### src/core/drt_defines.vh
/*
 * Constants of the dual 8-bit reload timer pair: register indices,
 * control field positions, reset values and prescaler width.
 * Assumes includers use the byte address = 4 * register index.
 */
`ifndef DRT_DEFINES_VH
`define DRT_DEFINES_VH

// Register indices (byte address is four times the index)
`define DRT_IDX_A_COUNTER   8'h68
`define DRT_IDX_B_COUNTER   8'h69
`define DRT_IDX_A_RELOAD    8'h6A
`define DRT_IDX_B_RELOAD    8'h6B
`define DRT_IDX_A_CONTROL   8'h6C
`define DRT_IDX_B_CONTROL   8'h6D
`define DRT_IDX_COMB_CNT    8'h6E
`define DRT_IDX_COMB_RLD    8'h6F

// Control field positions
`define DRT_SEL_HI          2
`define DRT_RUN_BIT         3
`define DRT_WIDE_BIT        4
`define DRT_PWM_BIT         5
`define DRT_LEVEL_BIT       7

// Reset values and bits that always read as one
`define DRT_A_CTL_RESET     8'h70
`define DRT_B_CTL_RESET     8'h40
`define DRT_A_CTL_ONES      8'h70
`define DRT_B_CTL_ONES      8'h40

// Count-clock select codes for the event pin
`define DRT_SEL_EV_RISE     3'h6
`define DRT_SEL_EV_FALL     3'h7

// Prescaler width: divide by 256 needs eight bits
`define DRT_PRE_W           8

`endif

### src/core/drt_evsync.v
/*
 * Event pin synchroniser with edge pulses.
 * Assumes the pin is asynchronous to pclk; pulses last one enabled cycle.
 */
`timescale 1ns/1ps
module drt_evsync (
   // Clock, reset, enable
   input  wire pclk,
   input  wire presetn,
   input  wire ce,
   // Pin and edge pulses
   input  wire pin,
   output wire rise,
   output wire fall
);

   reg [2:0] sync_q;   // Three-stage pin chain
   reg       level_q;  // Last agreed level
   reg       armed_q;  // Pin has settled once since reset

   // Stage 1 feeds only stage 2; stages 2 and 3 must agree
   always @(posedge pclk or negedge presetn) begin
      if (!presetn) begin
         sync_q  <= 3'h0;
         level_q <= 1'b0;
         armed_q <= 1'b0;
      end else if (ce) begin
         sync_q <= {sync_q[1:0], pin};
         if (sync_q[1] == sync_q[2]) begin
            level_q <= sync_q[2];
            armed_q <= 1'b1;
         end
      end
   end

   // Edge pulses, each qualifying edge seen exactly once; the first
   // settled level after reset is the reset zero of the chain, so a pin
   // idling high gives one rise once its level reaches stage 3
   assign rise = ce & armed_q & (sync_q[1] == sync_q[2]) &
                 sync_q[2] & ~level_q;
   assign fall = ce & armed_q & (sync_q[1] == sync_q[2]) &
                 ~sync_q[2] & level_q;

endmodule

### src/core/drt_prescale.v
/*
 * Timebase prescaler: one-cycle ticks at 1/1, 1/2, 1/4, 1/8, 1/32
 * and 1/256 of the enabled pclk. Assumes pclk is the timebase clock.
 */
`timescale 1ns/1ps
`include "drt_defines.vh"
module drt_prescale (
   // Clock, reset, enable
   input  wire       pclk,
   input  wire       presetn,
   input  wire       ce,
   // Tick strobes, index = select code
   output wire [5:0] tick
);

   reg [`DRT_PRE_W-1:0] div_q;  // Free-running divider

   // Divider advances only while enabled
   always @(posedge pclk or negedge presetn) begin
      if (!presetn) begin
         div_q <= {`DRT_PRE_W{1'b0}};
      end else if (ce) begin
         div_q <= div_q + 1'b1;
      end
   end

   // Tick when the low bits of the divider are all ones
   localparam [47:0] TAPS = {8'd8, 8'd5, 8'd3, 8'd2, 8'd1, 8'd0};
   genvar g;
   generate
      for (g = 0; g < 6; g = g + 1) begin : g_tap
         if (g == 0) begin : g_full
            assign tick[g] = ce;
         end else begin : g_div
            assign tick[g] = ce &
               (&div_q[TAPS[g*8 +: 8]-1:0]);
         end
      end
   endgenerate

endmodule

### src/core/drt_top.v
/*
 * Dual 8-bit auto-reload timer pair with 16-bit and PWM modes,
 * reached over APB. Assumes pclk is the timebase clock, event pins
 * are asynchronous, and pin direction setup lives outside.
 */
// The APB slave port was decided locally.
`timescale 1ns/1ps
`include "drt_defines.vh"
module drt_top #(
   parameter AW = 12               // APB address width
) (
   // APB clock, reset and clock enable
   input  wire          pclk,
   input  wire          presetn,
   input  wire          ce,
   // APB slave
   input  wire          psel,
   input  wire          penable,
   input  wire          pwrite,
   input  wire [AW-1:0] paddr,
   input  wire [31:0]   pwdata,
   input  wire [3:0]    pstrb,
   output reg  [31:0]   prdata,
   output reg           pready,
   output reg           pslverr,
   // Event pins
   input  wire          timer_a_event_pin,
   input  wire          timer_b_event_pin,
   // Output pins and overflow requests
   output reg           timer_a_out_q,
   output reg           timer_b_out_q,
   output reg           ovf_a_req_q,
   output reg           ovf_b_req_q
);

   ////////////////////////////////////////////////////////////////////
   // State
   reg [7:0] cnt_a_q;   // Timer A counter
   reg [7:0] cnt_b_q;   // Timer B counter
   reg [7:0] rld_a_q;   // Timer A reload
   reg [7:0] rld_b_q;   // Timer B reload
   reg [7:0] ctl_a_q;   // Timer A control, stored bits only
   reg [7:0] ctl_b_q;   // Timer B control, stored bits only
   reg       pwm_q;     // PWM flip-flop

   ////////////////////////////////////////////////////////////////////
   // Count clocks
   wire [5:0] tick;     // Prescaler ticks
   wire       ev_a_r;   // Event A rising
   wire       ev_a_f;   // Event A falling
   wire       ev_b_r;   // Event B rising
   wire       ev_b_f;   // Event B falling

   drt_prescale u_pre (
      .pclk    (pclk),
      .presetn (presetn),
      .ce      (ce),
      .tick    (tick)
   );

   drt_evsync u_ev_a (
      .pclk    (pclk),
      .presetn (presetn),
      .ce      (ce),
      .pin     (timer_a_event_pin),
      .rise    (ev_a_r),
      .fall    (ev_a_f)
   );

   drt_evsync u_ev_b (
      .pclk    (pclk),
      .presetn (presetn),
      .ce      (ce),
      .pin     (timer_b_event_pin),
      .rise    (ev_b_r),
      .fall    (ev_b_f)
   );

   // Count-clock decode, shared by both timers
   function sel_tick;
      input [2:0] sel;
      input [5:0] tk;
      input       rise;
      input       fall;
      begin
         case (sel)
            `DRT_SEL_EV_RISE: sel_tick = rise;
            `DRT_SEL_EV_FALL: sel_tick = fall;
            default:          sel_tick = tk[sel];
         endcase
      end
   endfunction

   ////////////////////////////////////////////////////////////////////
   // Mode and count decode
   wire wide = ctl_b_q[`DRT_WIDE_BIT];   // 16-bit mode
   wire pwm  = ctl_b_q[`DRT_PWM_BIT];    // PWM mode
   wire run_a = ctl_a_q[`DRT_RUN_BIT];   // Timer A running
   wire joined = wide | pwm;             // Either joined mode

   // A counts on its selected clock while run is set
   wire inc_a = run_a & sel_tick(ctl_a_q[`DRT_SEL_HI:0], tick,
                                  ev_a_r, ev_a_f);
   wire ovf_a = inc_a & (&cnt_a_q);

   // B uses the same select coding
   wire tick_b = sel_tick(ctl_b_q[`DRT_SEL_HI:0], tick,
                          ev_b_r, ev_b_f);

   // wide mode counts A overflows; started by A run
   // PWM uses A run; B run otherwise
   // B select and run ignored in wide mode
   wire inc_b = wide ? ovf_a :
                pwm  ? (run_a & tick_b) :
                       (ctl_b_q[`DRT_RUN_BIT] & tick_b);
   wire ovf_b = inc_b & (&cnt_b_q);

   ////////////////////////////////////////////////////////////////////
   // APB decode
   wire [7:0] idx  = paddr[9:2];                  // Register index
   wire       hit  = (paddr[AW-1:10] == {(AW-10){1'b0}}) &&
                     (paddr[1:0] == 2'h0);        // In-window, aligned
   wire       acc  = psel & penable & pready;     // Completing access
   wire       wr   = acc & pwrite & hit & pstrb[0];
   wire       wr16 = wr & pstrb[1];               // Both low lanes

   // Register lookup; unmapped addresses report an error
   reg [15:0] rd_val;   // Read value
   reg        rd_ok;    // Address decodes
   always @* begin
      rd_ok  = hit;
      rd_val = 16'h0000;
      case (idx)
         `DRT_IDX_A_COUNTER: rd_val = {8'h00, cnt_a_q};
         `DRT_IDX_B_COUNTER: rd_val = {8'h00, cnt_b_q};
         `DRT_IDX_A_RELOAD:  rd_val = {8'h00, rld_a_q};
         `DRT_IDX_B_RELOAD:  rd_val = {8'h00, rld_b_q};
         // Unused A bits read as one
         `DRT_IDX_A_CONTROL: rd_val = {8'h00,
                                       ctl_a_q | `DRT_A_CTL_ONES};
         `DRT_IDX_B_CONTROL: rd_val = {8'h00,
                                       ctl_b_q | `DRT_B_CTL_ONES};
         `DRT_IDX_COMB_CNT:  rd_val = {cnt_b_q, cnt_a_q};
         `DRT_IDX_COMB_RLD:  rd_val = {rld_b_q, rld_a_q};
         default:            rd_ok  = 1'b0;
      endcase
   end

   // Write strobes per register
   wire w_cnt_a = wr & (idx == `DRT_IDX_A_COUNTER);
   wire w_cnt_b = wr & (idx == `DRT_IDX_B_COUNTER);
   wire w_rld_a = wr & (idx == `DRT_IDX_A_RELOAD);
   wire w_rld_b = wr & (idx == `DRT_IDX_B_RELOAD);
   wire w_ctl_a = wr & (idx == `DRT_IDX_A_CONTROL);
   wire w_ctl_b = wr & (idx == `DRT_IDX_B_CONTROL);
   wire w_c_cnt = wr16 & (idx == `DRT_IDX_COMB_CNT);
   wire w_c_rld = wr16 & (idx == `DRT_IDX_COMB_RLD);

   ////////////////////////////////////////////////////////////////////
   // APB response: one wait state, outputs from flip-flops
   always @(posedge pclk or negedge presetn) begin
      if (!presetn) begin
         pready  <= 1'b0;
         pslverr <= 1'b0;
         prdata  <= 32'h00000000;
      end else if (ce) begin
         // Ready pulses in the second access cycle
         pready  <= psel & penable & ~pready;
         pslverr <= psel & penable & ~pready & ~rd_ok;
         if (psel & penable & ~pready & ~pwrite) begin
            prdata <= {16'h0000, rd_val};
         end
      end
   end

   ////////////////////////////////////////////////////////////////////
   // Counters: software write, reload, or increment
   always @(posedge pclk or negedge presetn) begin
      if (!presetn) begin
         cnt_a_q <= 8'h00;
         cnt_b_q <= 8'h00;
      end else if (ce) begin
         // Timer A: written value wins over counting
         if (w_cnt_a | w_c_cnt) begin
            cnt_a_q <= pwdata[7:0];
         end else if (joined & ovf_b) begin
            // B overflow reloads both in joined modes
            cnt_a_q <= rld_a_q;
         end else if (~joined & ovf_a) begin
            // 8-bit mode reload on own overflow
            cnt_a_q <= rld_a_q;
         end else if (inc_a) begin
            // increment; wide mode wraps without reload
            cnt_a_q <= cnt_a_q + 8'h01;
         end
         // Timer B
         if (w_cnt_b | w_c_cnt) begin
            cnt_b_q <= w_c_cnt ? pwdata[15:8] : pwdata[7:0];
         end else if (ovf_b) begin
            // B overflow reloads B in every mode
            cnt_b_q <= rld_b_q;
         end else if (inc_b) begin
            cnt_b_q <= cnt_b_q + 8'h01;
         end
      end
   end

   ////////////////////////////////////////////////////////////////////
   // Reload registers
   always @(posedge pclk or negedge presetn) begin
      if (!presetn) begin
         rld_a_q <= 8'h00;
         rld_b_q <= 8'h00;
      end else if (ce) begin
         // separate reload write for a different value
         if (w_cnt_a | w_rld_a | w_c_cnt | w_c_rld) begin
            rld_a_q <= pwdata[7:0];
         end
         if (w_cnt_b | w_rld_b) begin
            rld_b_q <= pwdata[7:0];
         end else if (w_c_cnt | w_c_rld) begin
            rld_b_q <= pwdata[15:8];
         end
      end
   end

   ////////////////////////////////////////////////////////////////////
   // Control registers and output levels
   always @(posedge pclk or negedge presetn) begin
      if (!presetn) begin
         ctl_a_q <= `DRT_A_CTL_RESET & ~`DRT_A_CTL_ONES;
         ctl_b_q <= `DRT_B_CTL_RESET & ~`DRT_B_CTL_ONES;
      end else if (ce) begin
         // A level written sets starting output
         if (w_ctl_a) begin
            ctl_a_q <= pwdata[7:0] & ~`DRT_A_CTL_ONES;
         end else if (ovf_a & ~pwm) begin
            ctl_a_q[`DRT_LEVEL_BIT] <= ~ctl_a_q[`DRT_LEVEL_BIT];
         end
         if (w_ctl_b) begin
            ctl_b_q <= pwdata[7:0] & ~`DRT_B_CTL_ONES;
         end else if (ovf_b & ~pwm) begin
            ctl_b_q[`DRT_LEVEL_BIT] <= ~ctl_b_q[`DRT_LEVEL_BIT];
         end
      end
   end

   ////////////////////////////////////////////////////////////////////
   // PWM flip-flop
   always @(posedge pclk or negedge presetn) begin
      if (!presetn) begin
         pwm_q <= 1'b0;
      end else if (ce) begin
         if (~pwm | ~run_a) begin
            // Idle: B pin shows its programmed start level
            pwm_q <= ~ctl_b_q[`DRT_LEVEL_BIT];
         end else if (ovf_b) begin
            // reset wins over a simultaneous set
            pwm_q <= 1'b0;
         end else if (ovf_a) begin
            pwm_q <= 1'b1;
         end
      end
   end

   ////////////////////////////////////////////////////////////////////
   // Pins and overflow requests, all registered
   always @(posedge pclk or negedge presetn) begin
      if (!presetn) begin
         timer_a_out_q <= 1'b0;
         timer_b_out_q <= 1'b0;
         ovf_a_req_q   <= 1'b0;
         ovf_b_req_q   <= 1'b0;
      end else if (ce) begin
         if (pwm) begin
            // true phase on A, complement on B
            timer_a_out_q <= pwm_q;
            timer_b_out_q <= ~pwm_q;
         end else begin
            timer_a_out_q <= ctl_a_q[`DRT_LEVEL_BIT];
            timer_b_out_q <= ctl_b_q[`DRT_LEVEL_BIT];
         end
         ovf_a_req_q <= ovf_a;
         ovf_b_req_q <= ovf_b;
      end
   end

endmodule

### config.mk
export PLATFORM = sky130hd
export DESIGN_NAME = drt_top
export DESIGN_NICKNAME = d
export VERILOG_FILES = /design/src/core/drt_evsync.v /design/src/core/drt_prescale.v /design/src/core/drt_top.v
export VERILOG_INCLUDE_DIRS = /design/src /design/src/core
export SDC_FILE = /design/constraint.sdc
export NUM_CORES = 1
export LEC_CHECK = 0
export BUFFER_PORTS_ARGS = -buffer_cell sky130_fd_sc_hd__buf_2
export CAP_MARGIN = 20
export CELL_PAD_IN_SITES_DETAIL_PLACEMENT = 1
export CELL_PAD_IN_SITES_GLOBAL_PLACEMENT = 1
export CORE_AREA = 8 8 124 126
export CTS_CLUSTER_SIZE = 40
export DETAILED_ROUTE_END_ITERATION = 7
export DIE_AREA = 0 0 132 134
export GPL_ROUTABILITY_DRIVEN = 1
export PLACE_DENSITY = 0.83
export SLEW_MARGIN = 20
export SYNTH_ARGS = -nofsm -noshare
export SYNTH_HDL_FRONTEND = slang
export SYNTH_SLANG_ARGS = --single-unit
export TNS_END_PERCENT = 100
### constraint.sdc
create_clock -name pclk -period 2.5 [get_ports pclk]
set_input_delay 0.375 -clock pclk [delete_from_list [all_inputs] [get_ports pclk]]
set_output_delay 0.375 -clock pclk [all_outputs]
set_load 0.01 [all_outputs]
Word level (Yosys, flattened, before mapping)
Index checks and enable logic that the tools add are counted.
Storage, ports and cells
  bits in registers: 85
  bits in latches: 0
  memory bits (writable): 0
  ROM bits: 0
  input port bits: 56
  output and inout port bits: 38
  word-level logic and storage cells: 164
  memories: 0
Cells by class
  $add $sub $neg: 3
  $mul: 0
  divide/modulo/power cells: 0
  magnitude comparators: 2
  eq/ne operators: 14
  shift operators: 0
  multiplexer cells: 29
  bitwise operators: 65
  reductions and logical operators: 28
Operators with widths (number)
  $pmux W16 S8: 1
  $mux W8: 10
  $eq A8 B7 Y1 const B: 8
  $and A1 B1 Y1: 43
  $reduce_and A2 Y1: 13
  $add A8 B1 Y8 const B: 3
  $reduce_and A8 Y1: 3
  $mux W1: 14
  $not A1 Y1: 13
  $eq A3 B3 Y1 const B: 4
  $or A1 B1 Y1: 9
  $lt A3 B4 Y1 const B: 2
  $reduce_or A8 Y1: 1
  $bmux W1 S3: 2
  $reduce_bool A2 Y1: 3
  $reduce_bool A3 Y1: 2
  $reduce_and A5 Y1: 1
  $logic_not A2 Y1: 2
  $pmux W1 S2: 2
  $reduce_bool A4 Y1: 1
  $reduce_and A3 Y1: 1
  $eq A1 B1 Y1: 2
  $logic_and A1 B1 Y1: 1

Longest topological paths before layout
  depth after elaboration: 12
  mapped depth: 12
  mapped depth without buffers: 11

Cells and area by module
A second synthesis with hierarchy kept.
Second synthesis, totals
  cell total of the unflattened synthesis: 536
  area total of the unflattened synthesis: 5243.8 µm²
By module, submodules not included
  drt_top: instances 1, cells each 466, area each 4345.4 µm², seq. area each 1676.6 µm²
  drt_evsync: instances 2, cells each 18, area each 230.2 µm², seq. area each 125.1 µm²
  drt_prescale: instances 1, cells each 34, area each 437.9 µm², seq. area each 200.2 µm²

Worst setup path before layout
No wires, ideal clock.
  path type: reg-to-reg
  from: register u_pre.div_q[0]
  to: register cnt_b_q[0]
  setup time: 119 ps
  arrival time: 2569 ps
  required time: 2381 ps
  path slack: -187 ps
  stages on the path, launching flop included: 12
  buffers on the path: 1
  clock period less this slack: 2687 ps
  path through: dfrtp_1 ha_1 and3_1 ha_1 nand2_1 nor2_1 o32a_2 o21ai_1 o21ai_0 o31a_4 buf_8 o21a_1
On the way
  word-level cells in the longest chain between the ends: 11
  elaborated cells on any way between the ends: 26
  classes of those cells: mux (10); bitwise (10); reduce/logical (6)
RTL lines
  start: declaration: line drt_prescale.v:16  | reg [`DRT_PRE_W-1:0] div_q;
  start signal: assignment: line drt_prescale.v:21  | div_q <= {`DRT_PRE_W{1'b0}};
  start signal: assignment: line drt_prescale.v:23  | div_q <= div_q + 1'b1;
  $reduce_and A8 Y1 (tied with other cells): line drt_prescale.v:36  | (&div_q[TAPS[g*8 +: 8]-1:0]);
  $and A1 B1 Y1: line drt_prescale.v:35  | assign tick[g] = ce &
  $bmux W1 S3: line drt_top.v:89  | default: sel_tick = tk[sel];
  $mux W1 (not written as such): line drt_top.v:89
  $pmux W1 S2: line drt_top.v:86  | case (sel)
  $and A1 B1 Y1 (on tied branches): line drt_top.v:115, drt_top.v:102, drt_top.v:114
  $mux W1 or $and A1 B1 Y1 (tied branches): line drt_top.v:114, drt_top.v:104
  $mux W1 *: line drt_top.v:113  | wire inc_b = wide ? ovf_a :
  $and A1 B1 Y1: line drt_top.v:116  | wire ovf_b = inc_b & (&cnt_b_q);
  $reduce_bool A3 Y1 (no line) or $mux W8 (tied branches)
  $reduce_and A2 Y1 (no line) or $mux W8 (tied branches)
  end signal: assignment: line drt_top.v:198  | cnt_b_q <= w_c_cnt ? pwdata[15:8] : pwdata[7:0];
  end signal: assignment: line drt_top.v:201  | cnt_b_q <= rld_b_q;
  end signal: assignment: line drt_top.v:203  | cnt_b_q <= cnt_b_q + 8'h01;
  end: declaration: line drt_top.v:39  | reg [7:0] cnt_b_q;
Mark *: on every way between the ends. The rest lies on a longest branch, timed or not. The select of a mux whose other input is x is not followed.
A chain may end at the register's enable or synchronous reset.

Final worst setup path
  from: register u_pre.div_q[0]
  to: register cnt_a_q[7]
On the way
  word-level cells in the longest chain between the ends: 12
  elaborated cells on any way between the ends: 29
  classes of those cells: mux (11); bitwise (12); reduce/logical (6)
RTL lines
  $reduce_and A8 Y1 (tied with other cells): line drt_prescale.v:36
  $and A1 B1 Y1: line drt_prescale.v:35
  $bmux W1 S3: line drt_top.v:89
  $mux W1 (not written as such): line drt_top.v:89
  $pmux W1 S2: line drt_top.v:86
  $and A1 B1 Y1 (on tied branches): line drt_top.v:115, drt_top.v:102, drt_top.v:114
  $mux W1 or $and A1 B1 Y1 (tied branches): line drt_top.v:114, drt_top.v:104
  $mux W1: line drt_top.v:113
  $and A1 B1 Y1: line drt_top.v:116
  $and A1 B1 Y1: line drt_top.v:186  | end else if (joined & ovf_b) begin
  $reduce_bool A4 Y1 (no line) or $mux W8 (tied branches)
  $reduce_and A2 Y1 (no line) or $mux W8 (tied branches)
  end signal: assignment: line drt_top.v:185  | cnt_a_q <= pwdata[7:0];
  end signal: assignment: line drt_top.v:188  | cnt_a_q <= rld_a_q;
  end signal: assignment: line drt_top.v:191  | cnt_a_q <= rld_a_q;
  end: declaration: line drt_top.v:38  | reg [7:0] cnt_a_q;
Parallel ways exist; a longest one is shown, timed or not. The select of a mux whose other input is x is not followed.

==> impl_metrics.csv <==
group,metric,value,unit
finish,syn2layout_area_growth,24.5,%
logic_synthesis,avgSynthCellArea,9.46,um2
floorplan,die_y,134,um
placed_design,place.gp.congestion,0.923,
route,drtIter0Drc,289,
hold_path,hold_class,"primary input to async pin",
clocking,cts_hold_buf,0,
clocking,cts-buffers-inserted,9,
power_and_ir_drop,power.leakage,2.94,nW
critical_path,slowest_stage,"o32a_1",
floorplan,row_count,43,
clocking,cts-root-buf,"clkbuf_16",
run_status,violations,"setup timing",
route,drc,0,
logic_synthesis,async_reset_ff_share,100,%
route,ant_nets,0,
logic_synthesis,yosys_warnings,0,
logic_synthesis,syn_area,5160,um2
logic_synthesis,synth_edf_count,0,
sta,fmax,372,MHz
finish,final_area,6420,um2
sta,setup_viol,16,
global_routing,grt_pass1_vias,5123,
clocking,cts_sinks,85,
sta,skew,0.00988,ns
finish,layout.nets,704,
critical_path,cp.required,2.74,ns
sta,maxSlewViolCount,0,
route,wl_per_cell,21.4,um
global_routing,grt.overflow.total,0,
critical_path,critPathMaxStageDelay,0.41,ns
placed_design,detailed_place_hpwl,12400,um
critical_path,critPathLaunchType,"flip-flop",
sta,maxSlewHeadroom,55.3,%
clocking,clock_latency,0.36,ns
logic_synthesis,synth.distinct_cells,66,
critical_path,r2r_slack,-0.19,ns
sta,finalCritPeriodShare,108,%
route,dr.pass1.iters,5,
route,post_drt_via_cell_ratio,5.78,
floorplan,io_pins,94,
critical_path,crit_arrival,2.93,ns
critical_path,r2r_start,"u_pre.div_q[0]",
placed_design,place_ws,-0.172,ns
placed_design,placed_area,5900,um2
critical_path,crit_type,"flip-flop to flip-flop",
critical_path,rr_endpoint,"cnt_a_q[7]",
sta,worstMarginPinSlew,0.671,ns
logic_synthesis,synth_seq_cells,85,
clocking,clk_path_buf_depth,2,
logic_synthesis,synth_cells,545,
sta,fin_ws,-0.191,ns
sta,holdWs,0.0430,ns
sta,post-route-min-period,2.69,ns
sta,rsz0062_at_grt,"yes",
critical_path,path_cells,"ha_4 > buf_6 > nand4_1 > o41a_1 > o311ai_2 > o211ai_1 > o32a_1 > buf_12 > mux2i_1 > o21ai_1 > mux2_4",
finish,diodes,0,
floorplan,start_util,38.2,%
floorplan,core,13500,um2
placed_design,portBuffers,59,
global_routing,antenna_found_initial,0,
power_and_ir_drop,ir_drop,0.313,mV
critical_path,crit_family,"compound AO/OA/AOI/OAI gates",
global_routing,grt_usage,20.1,%
critical_path,ff2ff_path_depth,11,
logic_synthesis,yosysSeqAreaShare,41.2,%
run_status,status,"complete, but fails checks",
clocking,cts_tree,"done",
global_routing,grt_pass1_wl,28000,um
finish,drive_gt1_share,32.0,%
floorplan,die_area,17700,um2
job,drv_cap,0,
critical_path,crit_fanout,8,
power_and_ir_drop,p_total,3.85,mW
sta,hold_violations,0,
critical_path,end_kind,"flip-flop",
logic_synthesis,synth_flop_cell,"dfrtp_1",
route,wl,17700,um
route,vias,4777,
critical_path,cp_num_buf_inv,2,
floorplan,die_w,132,um
clocking,cts.htree.levels,3,
global_routing,grt_max_degree,50,
clocking,clk_pin_slew_worst_paths,0.06,ns
power_and_ir_drop,pwr_density_cell,600,nW/um2
==> area by class of cell <==
class                   instances  area (um2)
fillers                      1550        7080
clock inverters                 4        72.6
clock buffers                  11         243
flip-flops and latches         85        2130
multi-input cells             410        2890
inverters                      21        78.8
well taps                     180         225
repair buffers                116         782
==> metal layers <==
| metal | vias to the layer above | part of all wire, % | wire length [um] | track usage, % |
|---|---|---|---|---|
| li1 | 2129 | - | - | - |
| met1 | 2385 | 37 | 6560 | 21.7 |
| met2 | 190 | 52 | 9180 | 35.5 |
| met3 | 73 | 6.0 | 1060 | 5.27 |
| met4 | 0 | 5.0 | 875 | 10.9 |
| met5 | - | 0 | 0 | 0 |
==> synthesized netlist by cell type (3+ instances only) <==
cell      instances  share of area (%)
a211oi_1          7                1.0
a21oi_1          38                3.7
a221oi_1          3               0.51
a22oi_1          16                2.3
a31oi_1           9                1.1
and3_1           10                1.2
buf_4            18                2.6
clkbuf_1         20                1.5
dfrtp_1          85                 41
ha_1              5                1.2
inv_1            19                1.4
mux2_2           35                7.6
mux2i_1          28                5.4
nand2_1          46                3.3
nand2b_1          3               0.36
nand3_1          15                1.5
nand4_1           8               0.97
nor2_1           44                3.2
nor2_2            4               0.49
nor2b_1           7               0.85
nor3_1            7               0.68
nor3_4            3               0.95
o211ai_1          4               0.58
o21ai_0          35                3.4
o21ai_1           8               0.78
o22ai_1           5               0.61
xnor2_1           9                1.5
xor2_1            8                1.4
==> power breakdown <==
part           switching (mW)  internal, mW  leakage [nW]  total, mW
logic                   0.383         0.353          1.68      0.736
clock network           0.568         0.895         0.152       1.46
registers               0.134          1.52          1.11       1.65
total                    1.08          2.77          2.94       3.85
==> sequential cells by signal, indices dropped and copies added, names as in the netlist, 3 cells and up <==
signal,count
prdata,16
cnt_a_q,8
cnt_b_q,8
rld_a_q,8
rld_b_q,8
u_pre.div_q,8
ctl_b_q,7
ctl_a_q,5
u_ev_a.sync_q,3
u_ev_b.sync_q,3
==> metrics by stage <==
| step | util (%) | cells | TNS, ns |
|---|---|---|---|
| 5_1_grt | 47.6 | 827 | -3.17 |
| 3_5_place_dp | 43.7 | 803 | -2.50 |
| 6_report | 47.6 | 827 | -1.69 |
| 3_3_place_gp | 43.7 | 803 | -0.465 |
| 2_1_floorplan | - | 560 | 0 |
| 4_1_cts | 46.8 | 824 | -1.74 |
==> cells in the final DEF (no fill, tap or decap), types with 9 or more instances in the layout <==
cell	count
dfrtp_1	85
buf_2	58
buf_4	51
nor2_1	44
nand2_1	43
a21oi_1	37
o21ai_0	33
mux2_2	30
mux2i_1	26
inv_1	18
a22oi_1	16
conb_1	16
nand3_1	15
and3_1	9
a31oi_1	9
xnor2_1	9
clkbuf_16	9
==> how the worst max path moves through the flow <==
stage / start / endpoint / slack (ns) / cells past startpoint
2_1_floorplan: u_pre.div_q[0] / cnt_a_q[6] / 0.002 / 12
3_3_place_gp: u_pre.div_q[1] / cnt_b_q[5] / -0.06 / 12
3_5_place_dp: u_pre.div_q[1] / cnt_b_q[5] / -0.17 / 11
4_1_cts: u_pre.div_q[0] / cnt_a_q[7] / -0.16 / 12
5_1_grt: u_pre.div_q[0] / cnt_a_q[7] / -0.28 / 11
6_report: u_pre.div_q[0] / cnt_a_q[7] / -0.19 / 11
==> what timing repair did <==
action	4_1_cts	5_1_grt
setup endpoints to repair	18	18
resized for setup	14	18
pin swaps	13	7
gates cloned	1	0
hold endpoints to repair	0	0
setup buffers	5	5
==> cell families (layout without fill, tap and decap cells) <==
group	Yosys count	in the layout	synth area share [%]
xor+xnor	17	17	2.89
buf+inv	66	152	6.67
mux	63	63	13.1
flops	85	85	41.2
simple gates	164	164	16.8
other cells	1	16	0.0727
fa+ha+maj	5	5	1.21
compound gates	144	145	18.0
No activity file was read; power rests on OpenSTA's default activity.
